==> config.mk <==
export PLATFORM = sky130hd
export DESIGN_NAME = fsl_lockout
export DESIGN_NICKNAME = d
export VERILOG_FILES = /design/src/verilog/fsl_lockout.v
export VERILOG_INCLUDE_DIRS = /design/src /design/src/include
export SDC_FILE = /design/constraint.sdc
export NUM_CORES = 1
export LEC_CHECK = 0
export BUFFER_PORTS_ARGS = -buffer_cell sky130_fd_sc_hd__buf_2
export CAP_MARGIN = 10
export CORE_ASPECT_RATIO = 1.75
export CORE_MARGIN = 5
export CORE_UTILIZATION = 55
export DETAILED_ROUTE_END_ITERATION = 16
export PLACE_DENSITY_LB_ADDON = 0.2
export SYNTH_ARGS = -nofsm -noshare
export SYNTH_HDL_FRONTEND = slang
export SYNTH_SLANG_ARGS = --single-unit
==> constraint.sdc <==
create_clock -name pclk -period 2.4 [get_ports pclk]
set_input_delay 0.48 -clock pclk [delete_from_list [all_inputs] [get_ports pclk]]
set_output_delay 0.48 -clock pclk [all_outputs]
set_load 0.02 [all_outputs]
==> src/include/fsl_map.vh <==
// flash security lockout: offsets, fields, reset values and timing counts
`ifndef FSL_MAP_VH
`define FSL_MAP_VH

// ----------------------------------------------------------------
// register byte offsets
// ----------------------------------------------------------------
`define FSL_OFF_STATUS    12'h000
`define FSL_OFF_CONTROL   12'h004
`define FSL_OFF_CLKDIV    12'h008
`define FSL_OFF_RECOVERY  12'h00c

// ----------------------------------------------------------------
// field positions
// ----------------------------------------------------------------
`define FSL_ST_SECURED    0
`define FSL_ST_MODE_LO    1
`define FSL_ST_MODE_HI    2
`define FSL_ST_KEY_EN     3
`define FSL_ST_BACKDOOR   4
`define FSL_ST_STRAP      5
`define FSL_ST_ERASE_BUSY 6
`define FSL_ST_ERASED     7
`define FSL_CTL_UNLOCK    0
`define FSL_DIV_PRESCALE  6
`define FSL_RC_LOADED     7

// ----------------------------------------------------------------
// security byte decode: erased flash (all ones) is unsecured
// ----------------------------------------------------------------
`define FSL_SEC_LOCK_CODE 2'h2
`define FSL_KEY_EN_CODE   2'h2
`define FSL_ERASED_WORD   16'hffff

// ----------------------------------------------------------------
// boot modes, vectors and reset values
// ----------------------------------------------------------------
`define FSL_MODE_INTERNAL 2'h0
`define FSL_MODE_EXTERNAL 2'h1
`define FSL_MODE_SECURE   2'h2
`define FSL_BOOT_VECTOR   24'h020000
`define FSL_EXT_VECTOR    24'h000000
`define FSL_CLKDIV_RESET  7'h00

// ----------------------------------------------------------------
// tap instructions and id
// ----------------------------------------------------------------
`define FSL_IR_WIDTH      4
`define FSL_IR_IDCODE     4'h2
`define FSL_IR_LOCKOUT    4'h8
`define FSL_IR_BYPASS     4'hf
`define FSL_IR_CAPTURE    4'h1
`define FSL_IDCODE_VALUE  32'h12345671

// ----------------------------------------------------------------
// timing counts
// ----------------------------------------------------------------
`define FSL_ERASE_TICKS   16'd2000

`endif

==> src/verilog/fsl_lockout.v <==
// flash security lockout: boot mode, debug block and jtag recovery erase
//
// Behaviour
// - security comes from two non-volatile bytes held in the flash array.
// - secured part blocks every external program-space access.
// - at boot pick internal boot, external boot or secure mode.
// - secured part boots internally, fetching from the fixed boot flash address.
// - secured part ignores the external boot strap at reset.
// - debug-port memory reads disabled at reset from stored security bytes.
// - chip tap stays active after boot, secured or not, with id access.
// - lockout recovery mass-erases all flash, removing security.
// - unlock-erase instruction selects a 7-bit divider data register.
// - during recovery the jtag divider overrides the flash divider register.
// - divider bit 6 is prescale-by-eight select, bits 5..0 the ratio.
// - event clock is core clock halved, optional divide by 8, then ratio plus one.
// - erase starts in run-test/idle after update; host stays there until done.
// - backdoor unsecuring allowed only when the stored key enable bit is set.
// - reset asserts asynchronously but releases only on a rising clock edge.
//
// Decided for this implementation: the APB interface to the registers and the placing of the registers.
`default_nettype none
`include "fsl_map.vh"
module fsl_lockout #(
  parameter        AW          = 12,               // apb address width
  parameter [15:0] ERASE_TICKS = `FSL_ERASE_TICKS  // event ticks per mass erase
) (
  input  wire          pclk,                   // core clock, 100 mhz
  input  wire          presetn,                // async reset, active low
  input  wire          psel,                   // apb select
  input  wire          penable,                // apb access phase
  input  wire          pwrite,                 // apb direction
  input  wire [AW-1:0] paddr,                  // apb byte address
  input  wire [31:0]   pwdata,                 // apb write data
  output reg  [31:0]   prdata,                 // apb read data
  output reg           pready,                 // apb ready
  output reg           pslverr,                // apb error, unmapped address
  input  wire [15:0]   nv_security_word,       // stored security bytes
  input  wire          external_boot_strap,    // boot strap pin
  input  wire          tck,                    // jtag test clock pin
  input  wire          tms,                    // jtag mode select pin
  input  wire          tdi,                    // jtag data in pin
  input  wire          trst_n,                 // jtag test reset pin
  output reg           tdo,                    // jtag data out
  output reg           tdo_oe,                 // jtag data out enable
  output reg           core_reset_n,           // clock-aligned internal reset
  output reg  [1:0]    boot_mode,              // latched functional mode
  output reg  [23:0]   boot_vector,            // first fetch address
  output reg           ext_pspace_block,       // external program space blocked
  output reg           debug_read_disable,     // debug_port memory reads off
  output reg           mass_erase_req,         // flash array mass erase active
  output reg           flash_event_tick        // timed-event clock enable
);
  // ----------------------------------------------------------------
  // tap states
  // ----------------------------------------------------------------
  localparam [3:0] T_RESET = 4'h0, T_IDLE = 4'h1, T_SEL_DR = 4'h2, T_CAP_DR = 4'h3;
  localparam [3:0] T_SH_DR = 4'h4, T_EX1_DR = 4'h5, T_PAU_DR = 4'h6, T_EX2_DR = 4'h7;
  localparam [3:0] T_UPD_DR = 4'h8, T_SEL_IR = 4'h9, T_CAP_IR = 4'ha, T_SH_IR = 4'hb;
  localparam [3:0] T_EX1_IR = 4'hc, T_PAU_IR = 4'hd, T_EX2_IR = 4'he, T_UPD_IR = 4'hf;
  localparam [1:0] E_IDLE = 2'h0, E_RUN = 2'h1, E_DONE = 2'h2;
  function [3:0] tap_next;
    input [3:0] s;
    input       m;
    begin
      case (s)
        T_RESET:  tap_next = m ? T_RESET  : T_IDLE;
        T_IDLE:   tap_next = m ? T_SEL_DR : T_IDLE;
        T_SEL_DR: tap_next = m ? T_SEL_IR : T_CAP_DR;
        T_CAP_DR: tap_next = m ? T_EX1_DR : T_SH_DR;
        T_SH_DR:  tap_next = m ? T_EX1_DR : T_SH_DR;
        T_EX1_DR: tap_next = m ? T_UPD_DR : T_PAU_DR;
        T_PAU_DR: tap_next = m ? T_EX2_DR : T_PAU_DR;
        T_EX2_DR: tap_next = m ? T_UPD_DR : T_SH_DR;
        T_UPD_DR: tap_next = m ? T_SEL_DR : T_IDLE;
        T_SEL_IR: tap_next = m ? T_RESET  : T_CAP_IR;
        T_CAP_IR: tap_next = m ? T_EX1_IR : T_SH_IR;
        T_SH_IR:  tap_next = m ? T_EX1_IR : T_SH_IR;
        T_EX1_IR: tap_next = m ? T_UPD_IR : T_PAU_IR;
        T_PAU_IR: tap_next = m ? T_EX2_IR : T_PAU_IR;
        T_EX2_IR: tap_next = m ? T_UPD_IR : T_SH_IR;
        T_UPD_IR: tap_next = m ? T_SEL_DR : T_IDLE;
        default:  tap_next = T_RESET;
      endcase
    end
  endfunction
  // ----------------------------------------------------------------
  // reset release and pin synchronisers
  // ----------------------------------------------------------------
  reg       rst_s1_q;
  reg [1:0] strap_s_q;
  reg [2:0] tck_s_q;
  reg [1:0] tms_s_q;
  reg [1:0] tdi_s_q;
  reg [1:0] trst_s_q;
  // strap sync left unreset: its level must be settled at the boot latch edge
  always @(posedge pclk)
    strap_s_q <= {strap_s_q[0], external_boot_strap};
  always @(posedge pclk or negedge presetn)
  begin
    if (!presetn)
    begin
      rst_s1_q     <= 1'b0;
      core_reset_n <= 1'b0;
      tck_s_q      <= 3'b000;
      tms_s_q      <= 2'b11;
      tdi_s_q      <= 2'b00;
      trst_s_q     <= 2'b00;
    end
    else
    begin
      rst_s1_q     <= 1'b1;
      core_reset_n <= rst_s1_q;
      tck_s_q      <= {tck_s_q[1:0], tck};
      tms_s_q      <= {tms_s_q[0], tms};
      tdi_s_q      <= {tdi_s_q[0], tdi};
      trst_s_q     <= {trst_s_q[0], trst_n};
    end
  end
  wire tck_rise = tck_s_q[1] & ~tck_s_q[2];
  wire tck_fall = ~tck_s_q[1] & tck_s_q[2];
  // ----------------------------------------------------------------
  // security decode and boot mode latch
  // ----------------------------------------------------------------
  reg        erased_q;
  reg        boot_done_q;
  reg        secured_q;
  reg        strap_q;
  reg        backdoor_q;
  wire [15:0] sec_word = erased_q ? `FSL_ERASED_WORD : nv_security_word;
  wire        sec_now  = (sec_word[1:0] == `FSL_SEC_LOCK_CODE);
  wire        key_en   = (sec_word[15:14] == `FSL_KEY_EN_CODE);
  wire        apb_wr;
  wire        unlock_wr;
  always @(posedge pclk or negedge presetn)
  begin
    if (!presetn)
    begin
      boot_done_q        <= 1'b0;
      secured_q          <= 1'b1;
      strap_q            <= 1'b0;
      backdoor_q         <= 1'b0;
      boot_mode          <= `FSL_MODE_SECURE;
      boot_vector        <= `FSL_BOOT_VECTOR;
      ext_pspace_block   <= 1'b1;
      debug_read_disable <= 1'b1;
    end
    else if (!boot_done_q && rst_s1_q)
    begin
      boot_done_q        <= 1'b1;
      secured_q          <= sec_now;
      strap_q            <= strap_s_q[1];
      debug_read_disable <= sec_now;
      ext_pspace_block   <= sec_now;
      boot_mode          <= sec_now ? `FSL_MODE_SECURE :
                            (strap_s_q[1] ? `FSL_MODE_EXTERNAL : `FSL_MODE_INTERNAL);
      boot_vector        <= (sec_now || !strap_s_q[1]) ? `FSL_BOOT_VECTOR :
                            `FSL_EXT_VECTOR;
    end
    else if (unlock_wr && secured_q && key_en)
    begin
      backdoor_q         <= 1'b1;
      ext_pspace_block   <= 1'b0;
      debug_read_disable <= 1'b0;
    end
  end
  // ----------------------------------------------------------------
  // jtag tap, sampled on synchronised tck edges
  // ----------------------------------------------------------------
  reg [3:0]  tap_q;
  reg [3:0]  ir_q;
  reg [3:0]  ir_sh_q;
  reg [31:0] dr_sh_q;
  reg [6:0]  jtag_div_q;
  reg        div_loaded_q;
  reg [31:0] dr_cap;
  always @*
  begin
    case (ir_q)
      `FSL_IR_IDCODE:  dr_cap = `FSL_IDCODE_VALUE;
      `FSL_IR_LOCKOUT: dr_cap = {25'h0, jtag_div_q};
      default:         dr_cap = 32'h0;
    endcase
  end
  always @(posedge pclk or negedge presetn)
  begin
    if (!presetn)
    begin
      tap_q        <= T_RESET;
      ir_q         <= `FSL_IR_IDCODE;
      ir_sh_q      <= 4'h0;
      dr_sh_q      <= 32'h0;
      jtag_div_q   <= 7'h00;
      div_loaded_q <= 1'b0;
      tdo          <= 1'b0;
      tdo_oe       <= 1'b0;
    end
    else if (!trst_s_q[1])
    begin
      tap_q        <= T_RESET;
      ir_q         <= `FSL_IR_IDCODE;
      div_loaded_q <= 1'b0;
      tdo_oe       <= 1'b0;
    end
    else if (tck_rise)
    begin
      tap_q <= tap_next(tap_q, tms_s_q[1]);
      case (tap_q)
        T_RESET:
        begin
          ir_q         <= `FSL_IR_IDCODE;
          div_loaded_q <= 1'b0;
        end
        T_CAP_IR: ir_sh_q <= `FSL_IR_CAPTURE;
        T_SH_IR:  ir_sh_q <= {tdi_s_q[1], ir_sh_q[3:1]};
        T_UPD_IR: ir_q    <= ir_sh_q;
        T_CAP_DR: dr_sh_q <= dr_cap;
        T_SH_DR:
          case (ir_q)
            `FSL_IR_IDCODE:  dr_sh_q <= {tdi_s_q[1], dr_sh_q[31:1]};
            `FSL_IR_LOCKOUT: dr_sh_q <= {25'h0, tdi_s_q[1], dr_sh_q[6:1]};
            default:         dr_sh_q <= {31'h0, tdi_s_q[1]};
          endcase
        T_UPD_DR:
          if (ir_q == `FSL_IR_LOCKOUT)
          begin
            jtag_div_q   <= dr_sh_q[6:0];
            div_loaded_q <= 1'b1;
          end
        default: ;
      endcase
    end
    else if (tck_fall)
    begin
      tdo    <= (tap_q == T_SH_IR) ? ir_sh_q[0] : dr_sh_q[0];
      tdo_oe <= (tap_q == T_SH_IR) || (tap_q == T_SH_DR);
    end
  end
  // ----------------------------------------------------------------
  // timed-event divider
  // ----------------------------------------------------------------
  reg  [6:0] clkdiv_q;
  reg        half_q;
  reg  [2:0] pre_q;
  reg  [5:0] ratio_q;
  reg  [1:0] erase_q;
  reg  [15:0] ticks_q;
  wire       in_erase = (erase_q == E_RUN);
  wire [6:0] div_sel  = in_erase ? jtag_div_q : clkdiv_q;
  wire       pre_en   = half_q & (~div_sel[`FSL_DIV_PRESCALE] | (pre_q == 3'h7));
  wire       tick     = pre_en & (ratio_q == div_sel[5:0]);
  always @(posedge pclk or negedge presetn)
  begin
    if (!presetn)
    begin
      half_q           <= 1'b0;
      pre_q            <= 3'h0;
      ratio_q          <= 6'h00;
      flash_event_tick <= 1'b0;
    end
    else
    begin
      half_q           <= ~half_q;
      flash_event_tick <= tick;
      if (half_q)
        pre_q <= pre_q + 3'h1;
      if (tick)
        ratio_q <= 6'h00;
      else if (pre_en)
        ratio_q <= ratio_q + 6'h01;
    end
  end

  // ----------------------------------------------------------------
  // lockout recovery erase sequence
  // ----------------------------------------------------------------
  wire in_rti = (tap_q == T_IDLE) && (ir_q == `FSL_IR_LOCKOUT);
  always @(posedge pclk or negedge presetn)
  begin
    if (!presetn)
    begin
      erase_q        <= E_IDLE;
      ticks_q        <= 16'h0000;
      erased_q       <= 1'b0;
      mass_erase_req <= 1'b0;
    end
    else
    begin
      case (erase_q)
        E_IDLE:
        begin
          ticks_q <= 16'h0000;
          if (in_rti && div_loaded_q)
          begin
            erase_q        <= E_RUN;
            mass_erase_req <= 1'b1;
          end
        end
        E_RUN:
        begin
          if (!in_rti)
          begin
            erase_q        <= E_IDLE;
            mass_erase_req <= 1'b0;
          end
          else if (tick && ticks_q == ERASE_TICKS - 16'h0001)
          begin
            erase_q        <= E_DONE;
            mass_erase_req <= 1'b0;
            erased_q       <= 1'b1;
          end
          else if (tick)
            ticks_q <= ticks_q + 16'h0001;
        end
        E_DONE: erase_q <= E_DONE;
        default: erase_q <= E_IDLE;
      endcase
    end
  end

  // ----------------------------------------------------------------
  // apb slave, no wait states
  // ----------------------------------------------------------------
  wire setup  = psel & ~penable;
  assign apb_wr    = psel & penable & pready & pwrite;
  assign unlock_wr = apb_wr && (paddr == `FSL_OFF_CONTROL) && pwdata[`FSL_CTL_UNLOCK];
  reg  [31:0] rd_mux;
  reg         hit;
  always @*
  begin
    rd_mux = 32'h0;
    hit    = 1'b1;
    case (paddr)
      `FSL_OFF_STATUS:
        rd_mux[`FSL_ST_ERASED:`FSL_ST_SECURED] = {erased_q, in_erase, strap_q, backdoor_q,
                                                  key_en, boot_mode, secured_q & ~backdoor_q};
      `FSL_OFF_CONTROL:  rd_mux = 32'h0;
      `FSL_OFF_CLKDIV:   rd_mux[6:0] = clkdiv_q;
      `FSL_OFF_RECOVERY: rd_mux[`FSL_RC_LOADED:0] = {div_loaded_q, jtag_div_q};
      default:           hit = 1'b0;
    endcase
  end
  always @(posedge pclk or negedge presetn)
  begin
    if (!presetn)
    begin
      pready   <= 1'b0;
      pslverr  <= 1'b0;
      prdata   <= 32'h0;
      clkdiv_q <= `FSL_CLKDIV_RESET;
    end
    else
    begin
      pready  <= setup;
      pslverr <= setup & ~hit;
      if (setup && (!pwrite || !hit))                 // unmapped write also shows zero data
        prdata <= rd_mux;
      if (apb_wr && paddr == `FSL_OFF_CLKDIV)
        clkdiv_q <= pwdata[6:0];
    end
  end
endmodule // fsl_lockout
`default_nettype wire

After elaboration in Yosys (flattened, before gate mapping)
Index checks and enable logic that the tools add are counted.
Widths: inputs -> output; s select.
{ "totals": {"n_memories": 0, "latch_bits": 0, "ram_bits": 0, "rom_bits": 0, "input_bits": 70, "register_bits": 146} }
{ "classes": {"n_reduce_logical": 41, "mux": 54, "shifts": 0, "magnitude_cmp": 0, "n_eq_ne": 38, "addsub": 3, "div_mod_pow": 0, "multipliers": 0, "bitwise": 20} }
{ "op_table": {"columns": ["op", "n"], "rows": [
  ["$pmux 32 s2", 2],
  ["$mux 16", 4],
  ["$pmux 29 s2", 1],
  ["$pmux 4 s12", 1],
  ["$eq 4x4->1 const B", 9],
  ["$mux 4", 8],
  ["$pmux 16 s2", 1],
  ["$eq 12x4->1 const B", 2],
  ["$pmux 7 s3", 1],
  ["$mux 18", 1],
  ["$reduce_and 3->1", 6],
  ["$mux 1", 17],
  ["$add 16x1->16 const B", 1],
  ["$eq 16x11->1 const B", 1],
  ["$eq 4x3->1 const B", 4],
  ["$pmux 4 s2", 2],
  ["$mux 2", 7],
  ["$eq 12x3->1 const B", 1],
  ["$eq 4x2->1 const B", 3],
  ["$logic_not 12->1", 1],
  ["$mux 6", 2],
  ["$and 1x1->1", 10],
  ["$logic_and 1x1->1", 10],
  ["$reduce_bool 2->1", 5],
  ["other kinds (27)", 56]
]} }

Logic depth before layout (Yosys ltp)
Gate-level depths: netlist of the first run.
{ "logic_depth": {"word_depth": 10, "mapped_depth": 11, "ltp_nobuf": 9} }

Worst setup path after synthesis of the first run
No wires, ideal clock.
{ "synth_path": {"kind": "register -> register", "startpoint": "register pre_q[0]", "endpoint": "register ticks_q[9]", "stages_incl_launch_ff": 11, "synth_period_minus_slack_ps": 2087, "required_time_ps": 2268, "path_buffers": 2, "setup_slack_ps": 313, "setup_time_ps": 132, "arrival_time_ps": 1955, "path_cell_list": "dfrtp_1 > ha_1 > ha_1 > o311a_2 > and3_1 > nand4_4 > inv_2 > buf_4 > buf_4 > nand3_1 > nand4_1"} }
{ "synth_between": {"elab_chain_len": 7, "word_cells_on_any_way": 8, "cone_classes": "3 x eq/ne; 3 x bitwise; 2 x reduce/logical"} }
{ "synth_rtl": {"columns": ["item", "line_no", "source"], "rows": [
  ["from (decl)", "fsl_lockout.v:243", "reg [2:0] pre_q;"],
  ["from (signal assigned)", "fsl_lockout.v:265", "pre_q <= pre_q + 3'h1;"],
  ["$eq 3x3->1 *", "fsl_lockout.v:249", "wire pre_en = half_q & (~div_sel[`FSL_DIV_PRESCALE] | (pre_q == 3'h7));"],
  ["$or 1x1->1 *", "fsl_lockout.v:249", null],
  ["$and 1x1->1 *", "fsl_lockout.v:249", null],
  ["$and 1x1->1 *", "fsl_lockout.v:250", "wire tick = pre_en & (ratio_q == div_sel[5:0]);"],
  ["via tick", "fsl_lockout.v:250", null],
  ["$logic_and 1x1->1", "fsl_lockout.v:305", "else if (tick && ticks_q == ERASE_TICKS - 16'h0001)"],
  ["$ne 2x2->1 (no source line)", null, null],
  ["$reduce_and 4->1 (no source line) *", null, null],
  ["to (signal assigned)", "fsl_lockout.v:312", "ticks_q <= ticks_q + 16'h0001;"],
  ["to (decl)", "fsl_lockout.v:246", "reg [15:0] ticks_q;"]
]} }
The timed path passes the listed nets; every way through them passes the cells marked *.
A chain may end at the register's enable or synchronous reset.

Worst setup path after layout of the first run
{ "layout_path": {"startpoint": "register pre_q[0]", "endpoint": "register ticks_q[8]"} }
{ "layout_between": {"elab_chain_len": 7, "word_cells_on_any_way": 8, "cone_classes": "3 x eq/ne; 3 x bitwise; 2 x reduce/logical"} }
{ "layout_rtl": {"columns": ["item", "line_no"], "rows": [
  ["$eq 3x3->1 *", "fsl_lockout.v:249"],
  ["$or 1x1->1 *", "fsl_lockout.v:249"],
  ["$and 1x1->1 *", "fsl_lockout.v:249"],
  ["$and 1x1->1 *", "fsl_lockout.v:250"],
  ["$logic_and 1x1->1", "fsl_lockout.v:305"],
  ["$ne 2x2->1 (no source line)", null],
  ["$reduce_and 4->1 (no source line) *", null]
]} }
Mark *: on every way between the ends. The rest lies on a longest branch, timed or not.

==> results of run 1 <==
-- worst reg2reg max path, cell delays in order (launching register included) --
cell	delay [ns]
dfrtp_1	0.39
ha_1	0.20
ha_1	0.18
o311a_2	0.39
and3_1	0.19
nand4_4	0.15
inv_4	0.12
nand4_1	0.09
or3b_1	0.34
-- layout make-up --
class                   count  area (sq um)  share of cell area [%]
clock buffers              20           447                    6.27
clock inverters            12           118                    1.65
inverters                  18          70.1                   0.984
multi-input cells         468          2840                    39.8
flip-flops and latches    122          3050                    42.8
well taps                 132           165                    2.32
repair buffers             72           438                    6.15
-- state kept, by name (all words and copies together), names as in the netlist, 3 cells and up --
register    flops
ratio_q         6
pre_q           3
tap_q           4
ir_sh_q         4
ir_q            4
ticks_q        16
dr_sh_q        32
prdata          8
tck_s_q         3
clkdiv_q        7
jtag_div_q      7
-- worst paths after layout --
check	startpoint	to	slack [ns]
worst max-delay path	pre_q[0]	ticks_q[8]	0.22
worst min-delay path	presetn	ticks_q[4]	0.08
worst max register to register	pre_q[0]	ticks_q[8]	0.22
worst min register to register	strap_s_q[0]	strap_s_q[1]	0.33
max in group asynchronous	presetn	ratio_q[1]	1.65
min in group pclk	external_boot_strap	strap_s_q[0]	0.17
-- through the flow --
step           utilization, %  worst slack, ns  cells  total power, mW
2_1_floorplan               -            0.313    690             2.37
3_3_place_gp             58.7            0.159    812             2.41
3_5_place_dp             58.7           0.0704    812             2.42
4_1_cts                  63.8           0.0368    844             4.84
5_1_grt                  63.8           0.0823    844             4.97
6_report                 63.8            0.224    844             4.79
-- synth_stat cells, types with 3 or more instances --
cell / n
a22oi_1: 7
xor2_1: 5
buf_4: 51
or2_2: 3
a22o_1: 16
buf_2: 6
o22ai_1: 5
dfstp_2: 6
inv_1: 17
a31oi_1: 9
or4_1: 3
nor3_1: 10
nor4_1: 3
and3_1: 12
a21o_1: 4
clkbuf_1: 21
nor2_1: 30
and2_1: 6
nand3_1: 26
nor3b_1: 5
nand2b_1: 9
dfrtp_1: 114
ha_1: 4
a21oi_1: 17
o211ai_1: 8
nand2_1: 71
o21ai_1: 3
mux2_2: 23
mux2i_1: 5
nand4_1: 11
o21ai_0: 60
o311ai_1: 3
nor2b_1: 18
-- cells by family (layout without fill, tap and decap cells) --
logic type / Yosys count / in the layout / synth area share, %
buffers and inverters: 100 / 122 / 9.27
xor gates and xnor gates: 7 / 7 / 0.974
DFF: 122 / 122 / 48.5
and+or+nand+nor: 225 / 225 / 19.2
AOI/OAI and AO/OA: 156 / 156 / 16.2
other: 2 / 48 / 0.119
muxes: 28 / 28 / 4.91
adders and majority gates: 4 / 4 / 0.795
-- routing by layer --
layer	global-route usage (%)	up-vias	routed length (um)
li1	-	2310	-
met2	36.9	101	7580
met1	22.4	2346	5300
met4	8.81	0	340
met5	0	-	0
met3	4.05	19	478
-- power groups by stage --
stage / logic [mW] / registers [mW] / clock network [mW]
floorplan: 0.204 / 2.16 / 0
global placement: 0.261 / 2.15 / 0
detailed placement: 0.265 / 2.15 / 0
CTS: 0.266 / 2.12 / 2.46
global route: 0.295 / 2.12 / 2.56
finish: 0.265 / 2.12 / 2.41
==> results.md, run 1 <==
* Status: completed
* Grt ovf at 0
* Cell count along the critical path at 8
* H-Tree Depth at 4
* Synthesized flop and latch total at approximately 120
* Vias at 4,776
* Static leakage at ~3.4 nW
* Sequential fraction of the synthesis area at about half
* Yosys top cell by area: dfrtp_1
* Final hold viol count at 0
* DP Area at 0.00656 sq mm
* Crit start category: flop
* Number of synthesized flops with an enable pin at 0
* Cts bufs inserted at 17
* Top delay family on crit path: simple AND/OR/NAND/NOR gates
* Setup crit end kind: flop
* Synth Instances at around 640
* Number of global-route vias before repair at 4,815
* Clk root buf: clkbuf_16
* Switching Fraction at 24.3%
* Period utilisation layout at 90.7%
* Crit path top cell by count: ha_1
* Synth area leaders: dfrtp_1 45%, buf_4 6.1%, o21ai_0 4.8%
* Chip height at roughly 150 um
* Initial Util at between 50 and 60%
* Port buffer count at 52
* DRC marker count from the first detailed-route iteration at 247
* Fmax at approximately 460 MHz
* First-pass GRT wire length at about 23 mm
* Share of post-route cells with drive strength above 1 at 20.9%
* Max Cap Viol at 0
* WHS at around 0.079 ns
* I/O pin count at 137
* Netlist cell types at between 70 and 80
* Largest net degree at the start of global routing at 46
* Gate power share at 5.5%
* CTS Sinks at approximately 120
* Sequential share of power at 44.2%
* Most frequent cells in the layout: 114 x dfrtp_1, 71 x nand2_1, 59 x o21ai_0
* Reg2reg path depth at 8
* Reg clk slew, reported paths at 0.06 ns
* Final #Nets at around 770
* Crit path DAT at between 2 and 2.5 ns
* Slew Limit Headroom at around 60%
* Post-route cell area at a little over 0.007 sq mm
* Clock Latency Late Sink at a little over 0.4 ns
* Mean Syn Cell Area at between 9 and 10 sq um
* Max-slew violations at 0
* Initial antenna violation count at 0
* Worst path buffer plus inverter count at 1
* Net Switching at 1.17 mW
* Mapped cell area at 0.00629 sq mm
* Critical-path cell list: ha_1 -> ha_1 -> o311a_2 -> and3_1 -> nand4_4 -> inv_4 -> nand4_1 -> or3b_1
* RSZ-0062 raised after global routing: false
* Top cell type's share of synthesized area at 45.3%
* Detailed Routing Iterations Pass 1 at 4
* Max FO, Critical Path at 18
* DP HPWL at between 9 and 10 mm
* Clock power frac at between 50% and 60%
* Final setup fails at 0
* Critical path class: flop to flop
* Minimum clock period at about 2.2 ns
* Dominant synthesized flop cell: dfrtp_1
* Internal at between 3 and 4 mW
* Clock Skews at 0.0108 ns
* Maximum vdd drop at about 0.6 mV
* Area delta synth->final at 13.2%
* CTS Buffer Depth at 2
* Ant. Diodes at 0
* Worst path slowest cell: dfrtp_1
* TNS Setup at 0 ns
* GPL Wtd Cong at just under 0.9
* Fill count at about 900
* Die Area at 0.0138 sq mm
* WL/cell at about 16 um
* Area of the core at roughly 0.011 sq mm
* Commonest non-fill, non-tap cell in the layout: dfrtp_1
* Die width at ~91 um
* HP Class: input port to async pin
* Req. time, crit path at between 2 and 3 ns
* Routed WL at 13.7 mm
* PostCTS Resize Cnt at 0
* Vias per inst at 5.66
* DRC viols at 0
* Ys async rst share at roughly 100%
* Worst Tran Pin Value at 0.616 ns
* Setup Buffers After CTS at 0
* Number of warnings issued by yosys at 0
* Power per standard cell area at approximately 670 mW/mm^2
* Antenna viol nets, final at 0
* CTS tree: built
* Slowest stage delay, CP at 0.39 ns
* Core Rows at about 50
* Hold-fix buffers, CTS at 0
* Gr usage total at 20.1%
(Power assumes the default switching activity.)
==> run 2: changes to the inputs <==
--- a/config.mk
+++ b/config.mk
@@ -10,7 +10,7 @@
 export CAP_MARGIN = 10
 export CORE_ASPECT_RATIO = 1.75
 export CORE_MARGIN = 5
-export CORE_UTILIZATION = 55
+export CORE_UTILIZATION = 50
 export DETAILED_ROUTE_END_ITERATION = 16
 export PLACE_DENSITY_LB_ADDON = 0.2
 export SYNTH_ARGS = -nofsm -noshare
==> constraint.sdc (replaced) <==
create_clock -name pclk -period 2 [get_ports pclk]
set_input_delay 0.4 -clock pclk [delete_from_list [all_inputs] [get_ports pclk]]
set_output_delay 0.4 -clock pclk [all_outputs]
set_load 0.02 [all_outputs]
==> run 2 against run 1 <==
The run now ends with setup timing left. Critical path type unchanged. Final cell count grew 8.3%. Sequential power is 20% higher. Final area up 6.6%.
==> results.md, run 2 (synthesized netlist as in run 1, its figures left out) <==
* Port buffer count at 52 (unchanged)
* CTS Sinks at 122 (unchanged)
* Initial Util at 50.6% (-5.7 points)
* Die width at 94.8 um (+4.3%)
* Minimum clock period at 2.11 ns (-0.0630 ns)
* Failing checks: setup timing
* Critical path class: flop to flop
* Crit path DAT at 2.40 ns (-0.06 ns)
* Area of the core at 0.0124 sq mm (+11%)
* Gr usage total at 19.8% (-0.32 points)
* Maximum vdd drop at 0.716 mV (+22%)
* Vias per inst at 5.45 (-3.7%)
* Initial antenna violation count at 0 (unchanged)
* Core Rows at 54 (+5.9%)
* Pwr Total at 5.82 mW (+21%)
* RSZ-0062 raised after global routing: true
* Clock Latency Late Sink at 0.41 ns (about the same)
* Clk root buf: clkbuf_16
* Clock Skews at 0.0128 ns (+0.00199 ns)
* Max FO, Critical Path at 7 (-11)
* H-Tree Depth at 4 (unchanged)
* Largest net degree at the start of global routing at 48 (+4.3%)
* Number of global-route vias before repair at 4,947 (+2.7%)
* Largest register FFs at 32 (unchanged)
* Power per standard cell area at 766 mW/mm^2 (+14%)
* Setup crit end kind: flop
* Commonest non-fill, non-tap cell in the layout: dfrtp_1
* Fill count at 1,083 (+20%)
* I/O pin count at 137 (unchanged)
* Routed WL at 14.4 mm (+4.9%)
* Grt ovf at 0 (unchanged)
* Period utilisation layout at 106% (+15 points)
* DRC marker count from the first detailed-route iteration at 164 (-34%)
* Area delta synth->final at 20.6%
* CTS Buffer Depth at 2 (unchanged)
* Cts bufs inserted at 17 (unchanged)
* Top flop regs: dr_sh_q x32, ticks_q x16, prdata x8
* Ant. Diodes at 0 (unchanged)
* Crit start category: flop
* Die Area at 0.0150 sq mm (+9.1%)
* TNS Setup at -1.21 ns (-1.21 ns)
* First-pass GRT wire length at 23.4 mm (+3.7%)
* Fmax at 473 MHz (+3.0%)
* Setup WS post-layout at -0.113 ns (-0.337 ns)
* Biggest register: dr_sh_q
* Req. time, crit path at 2.29 ns (-0.40 ns)
* Final setup fails at 22 (+22)
* Max Cap Viol at 0 (unchanged)
* Reg clk slew, reported paths at 0.06 ns (about the same)
* Most frequent cells in the layout: 113 x dfrtp_1, 71 x nand2_1, 54 x o21ai_0
* Detailed Routing Iterations Pass 1 at 4 (unchanged)
* GPL Wtd Cong at 0.856 (-2.6%)
* Max-slew violations at 0 (unchanged)
* CTS tree: built
* Final #Nets at 807 (+4.4%)
* DRC viols at 0 (unchanged)
* DP HPWL at 10.2 mm (+5.3%)
* Chip height at 158 um (+4.6%)
* Status: finished with violations
* HP Class: input port to flop
* Static leakage at 3.58 nW (+6.0%)
* Vias at 4,982 (+4.3%)
* Share of post-route cells with drive strength above 1 at 27.5% (+6.6 points)
* Final hold viol count at 0 (unchanged)
* WL/cell at 15.7 um (-3.1%)
* Antenna viol nets, final at 0 (unchanged)
## run 2: cell types whose count changed in the layout (fill, tap and decap cells not counted), moves of 2 or more
| cell | change |
|---|---|
| clkinv_2 | +2 |
| a21oi_2 | +2 |
| a21oi_1 | -2 |
| o21ai_2 | +4 |
| o21ai_0 | -5 |
| buf_4 | +29 |
| ha_1 | -2 |
| nor2_2 | +5 |
| buf_6 | +3 |
| clkinvlp_4 | -2 |
| inv_8 | +2 |
| nor2_1 | -6 |
## run 2: path summary, 6_finish.rpt
| kind | start | to | slack [ns] | cells after the start |
|---|---|---|---|---|
| setup / recovery | pre_q[1] | ticks_q[3] | -0.11 | 9 |
| hold / removal | tms | tms_s_q[0] | 0.09 | 1 |
| setup reg to reg | pre_q[1] | ticks_q[3] | -0.11 | 9 |
| hold reg to reg | strap_s_q[0] | strap_s_q[1] | 0.33 | 0 |
| max in group asynchronous | presetn | boot_vector[17] | 0.99 | 3 |
| min in group asynchronous | presetn | ticks_q[12] | 0.38 | 2 |
## run 2: through the flow
stage          cells  instance area [sq um]  utilization (%)  setup slack (ns)  hold slack, ns
2_1_floorplan    690                   6490                -          -0.00549           0.104
3_3_place_gp     874                   6830             54.9            -0.162           0.270
3_5_place_dp     874                   6830             54.9            -0.234           0.271
4_1_cts          912                   7500             60.3           -0.0948          0.0732
5_1_grt          914                   7590             61.1            -0.229          0.0729
6_report         914                   7590             61.1            -0.113          0.0862
## run 2: routing by layer
layer / global-route usage [%] / share of wire [%] / vias to the layer above
met5: 0 / 0 / -
met4: 7.30 / 1.9 / 0
met3: 4.26 / 4.2 / 30
met2: 36.3 / 56 / 139
met1: 22.1 / 38 / 2433
li1: - / - / 2380
## run 2: power breakdown
group / switching (mW) / internal [mW]
Sequential: 0.0275 / 2.51
Combinational: 0.244 / 0.0969
Clock: 1.15 / 1.79
Total: 1.42 / 4.40
## run 2: what timing repair did
action,CTS,global route
gates cloned,1,0
endpoints found under the setup margin,24,25
hold endpoints to repair,10,0
setup buffers,4,2
hold buffers,1,0
resized for setup,15,23
pin swaps,11,5
## run 2: final cells by class
type / count / area [sq um] / area share (%)
multi-input cells: 468 / 2960 / 39.0
clock inverters: 12 / 115 / 1.52
flip-flops and latches: 122 / 3050 / 40.2
inverters: 18 / 75.1 / 0.989
well taps: 168 / 210 / 2.77
clock buffers: 20 / 457 / 6.02
repair buffers: 106 / 719 / 9.48
## run 2: worst max-delay path, stage by stage (launching register included)
cell and delay, ns:
dfrtp_1 0.39, ha_2 0.21, ha_4 0.16, buf_4 0.13, o311a_4 0.30, and3_4 0.16
nand4_4 0.16, buf_6 0.17, nor2_4 0.06, a211o_1 0.26
==> run 3: changes to the inputs <==
--- a/config.mk
+++ b/config.mk
@@ -12,7 +12,10 @@
 export CORE_MARGIN = 5
 export CORE_UTILIZATION = 50
 export DETAILED_ROUTE_END_ITERATION = 16
+export HOLD_SLACK_MARGIN = 0.03
 export PLACE_DENSITY_LB_ADDON = 0.2
+export RECOVER_POWER = 50
+export SKIP_CTS_REPAIR_TIMING = 1
 export SYNTH_ARGS = -nofsm -noshare
 export SYNTH_HDL_FRONTEND = slang
 export SYNTH_SLANG_ARGS = --single-unit
==> run 3 against run 2 <==
The run still ends with setup timing left. Flip-flop and latch count unchanged. Sequential power about the same. Final cell count shrank 0.44%. Via count down 1.2%. Clock power barely moved. Worst hold slack better by 0.00085 ns. Fmax is 0.54% higher. Count of clock-buffer cells in the layout did not move. Combinational power is 5% lower. First-iteration DRC count rose by 1.2%. Register-to-register slack is essentially flat. Critical path type unchanged.
==> results.md, run 3 (synthesized netlist as in run 1, its figures left out) <==
* Status: finished with violations
* Failing checks: setup timing
* DP HPWL at 10.2 mm (unchanged)
* Port buffer count at 52 (unchanged)
* Ant. Diodes at 0 (unchanged)
* RSZ-0062 raised after global routing: true
* Final setup fails at 17 (-23%)
* Largest net degree at the start of global routing at 48 (unchanged)
* WHS at 0.0870 ns (+0.000850 ns)
* First-pass GRT wire length at 23.1 mm (-1.3%)
* Top flop regs: dr_sh_q x32, ticks_q x16, prdata x8
* Grt ovf at 0 (unchanged)
* Top delay family on crit path: simple AND/OR/NAND/NOR gates
* Area of the core at 0.0124 sq mm (unchanged)
* Cts bufs inserted at 17 (unchanged)
* DRC marker count from the first detailed-route iteration at 166 (+1.2%)
* DRC viols at 0 (unchanged)
* Critical path class: flop to flop
* Share of post-route cells with drive strength above 1 at 25.2% (-2.3 points)
* Area occupied by multi-input gates at 0.00292 sq mm (-1.3%)
* Worst path buffer plus inverter count at 1 (-1)
* Critical R2R Launch: erase_q[1]
* Antenna viol nets, final at 0 (unchanged)
* CTS tree: built
* Gr usage total at 19.5% (-0.27 points)
* Fill count at 1,092 (+0.83%)
* Most frequent cells in the layout: 114 x dfrtp_1, 71 x nand2_1, 58 x o21ai_0
* HP Class: input port to flop
* Max Cap Viol at 0 (unchanged)
* Hold Path Stages at 1 (unchanged)
* Clock Skews at 0.00713 ns (-0.00563 ns)
* Final hold viol count at 0 (unchanged)
* Setup WS post-layout at -0.102 ns (+0.0114 ns)
* Worst Tran Pin Value at just under 0.7 ns
* Die width at 94.8 um (unchanged)
* Minimum setup slack among reg-to-reg paths at -0.10 ns (about the same)
* Final #Nets at 803 (-0.50%)
* I/O pin count at 137 (unchanged)
* Die Area at 0.0150 sq mm (unchanged)
* Pwr Total at 5.81 mW (-0.19%)
* Commonest non-fill, non-tap cell in the layout: dfrtp_1
* Clk root buf: clkbuf_16
* Period utilisation layout at 105% (-0.57 points)
* Hold path startpoint: tms
* GPL Wtd Cong at 0.856 (unchanged)
* Biggest register: dr_sh_q
* Number of global-route vias before repair at 4,866 (-1.6%)
* Minimum clock period at 2.10 ns (-0.0114 ns)
* Routed WL at 14.1 mm (-1.7%)
* Hold Path Sink: tms_s_q[0]
* Crit path DAT at 2.40 ns (about the same)
* H-Tree Depth at 4 (unchanged)
* Vias per inst at 5.41 (-0.81%)
* CTS Sinks at 122 (unchanged)
* TNS Setup at -0.733 ns (+0.478 ns)
* Vias at 4,920 (-1.2%)
* Core Rows at 54 (unchanged)
* Slew Limit Headroom at a little over half
* Chip height at 158 um (unchanged)
* CTS Buffer Depth at 2 (unchanged)
* Worst path slowest cell: dfrtp_1
* Register area at 0.00305 sq mm (about the same)
* Maximum vdd drop at 0.725 mV (+1.2%)
* Critical-path cell list: nand2b_4 -> a2111oi_2 -> o22a_2 -> nand4_4 -> inv_8 -> a21oi_1 -> or3b_1
* Setup crit end kind: flop
* Fmax at 476 MHz (+0.54%)
* Initial antenna violation count at 0 (unchanged)
* DP Worst Slack at -0.234 ns (unchanged)
* Clock Latency Late Sink at 0.41 ns (about the same)
* Initial Util at 50.6% (unchanged)
* Reg clk slew, reported paths at 0.06 ns (about the same)
* Static leakage at 3.54 nW (-1.0%)
* Detailed Routing Iterations Pass 1 at 6 (+2)
* Area delta synth->final at 18.9%
* Max-slew violations at 0 (unchanged)
* Slowest stage delay, CP at 0.41 ns (+0.02 ns)
* Power per standard cell area at 776 mW/mm^2 (+1.2%)
* WL/cell at 15.5 um (-1.3%)
* Largest register FFs at 32 (unchanged)
* Reg2reg path depth at 7 (-2)
* Req. time, crit path at 2.29 ns (about the same)
* Max FO, Critical Path at 14 (+7)
* R2r endpoint: ticks_q[8]
* Crit start category: flop
run 3: changes by cell type in the layout (fill, tap and decap cells not counted), sizes merged:
cell,before,now
buf,105,97
clkbuf,20,24
run 3: report_power, final:
part	internal, mW	switching, mW
clock	1.79	1.15
sequential	2.51	0.0272
combinational	0.0851	0.240
total	4.39	1.42
run 3: per-stage QoR:
step / cells / util (%) / instance area (sq um)
6_report: 910 / 60.2 / 7480
3_5_place_dp: 874 / 54.9 / 6830
4_1_cts: 906 / 59.5 / 7400
5_1_grt: 910 / 60.2 / 7480
2_1_floorplan: 690 / - / 6490
3_3_place_gp: 874 / 54.9 / 6830
run 3: worst max path at each step:
stage,end,slack [ns],cells past startpoint,start
6_report,ticks_q[8],-0.10,7,erase_q[1]
3_5_place_dp,ticks_q[8],-0.23,9,pre_q[0]
3_3_place_gp,ticks_q[8],-0.16,7,erase_q[1]
5_1_grt,ticks_q[8],-0.20,7,erase_q[0]
2_1_floorplan,ticks_q[7],-0.005,8,pre_q[0]
4_1_cts,erase_q[1],-0.26,10,pre_q[0]
run 3: area by class of cell:
cell class	count	share of cell area (%)
Timing Repair Buffer	102	8.70
Sequential cell	122	40.8
Clock buffer	20	6.10
Clock inverter	12	1.54
Multi-Input combinational cell	468	39.1
Inverter	18	1.00
Tap cell	168	2.81
run 3: routing by layer:
layer	global-route usage, %	wire length [um]	part of all wire (%)
met5	0	0	0
met4	6.61	237	1.7
met3	4.26	587	4.2
met2	36.0	7980	56
met1	21.9	5330	38
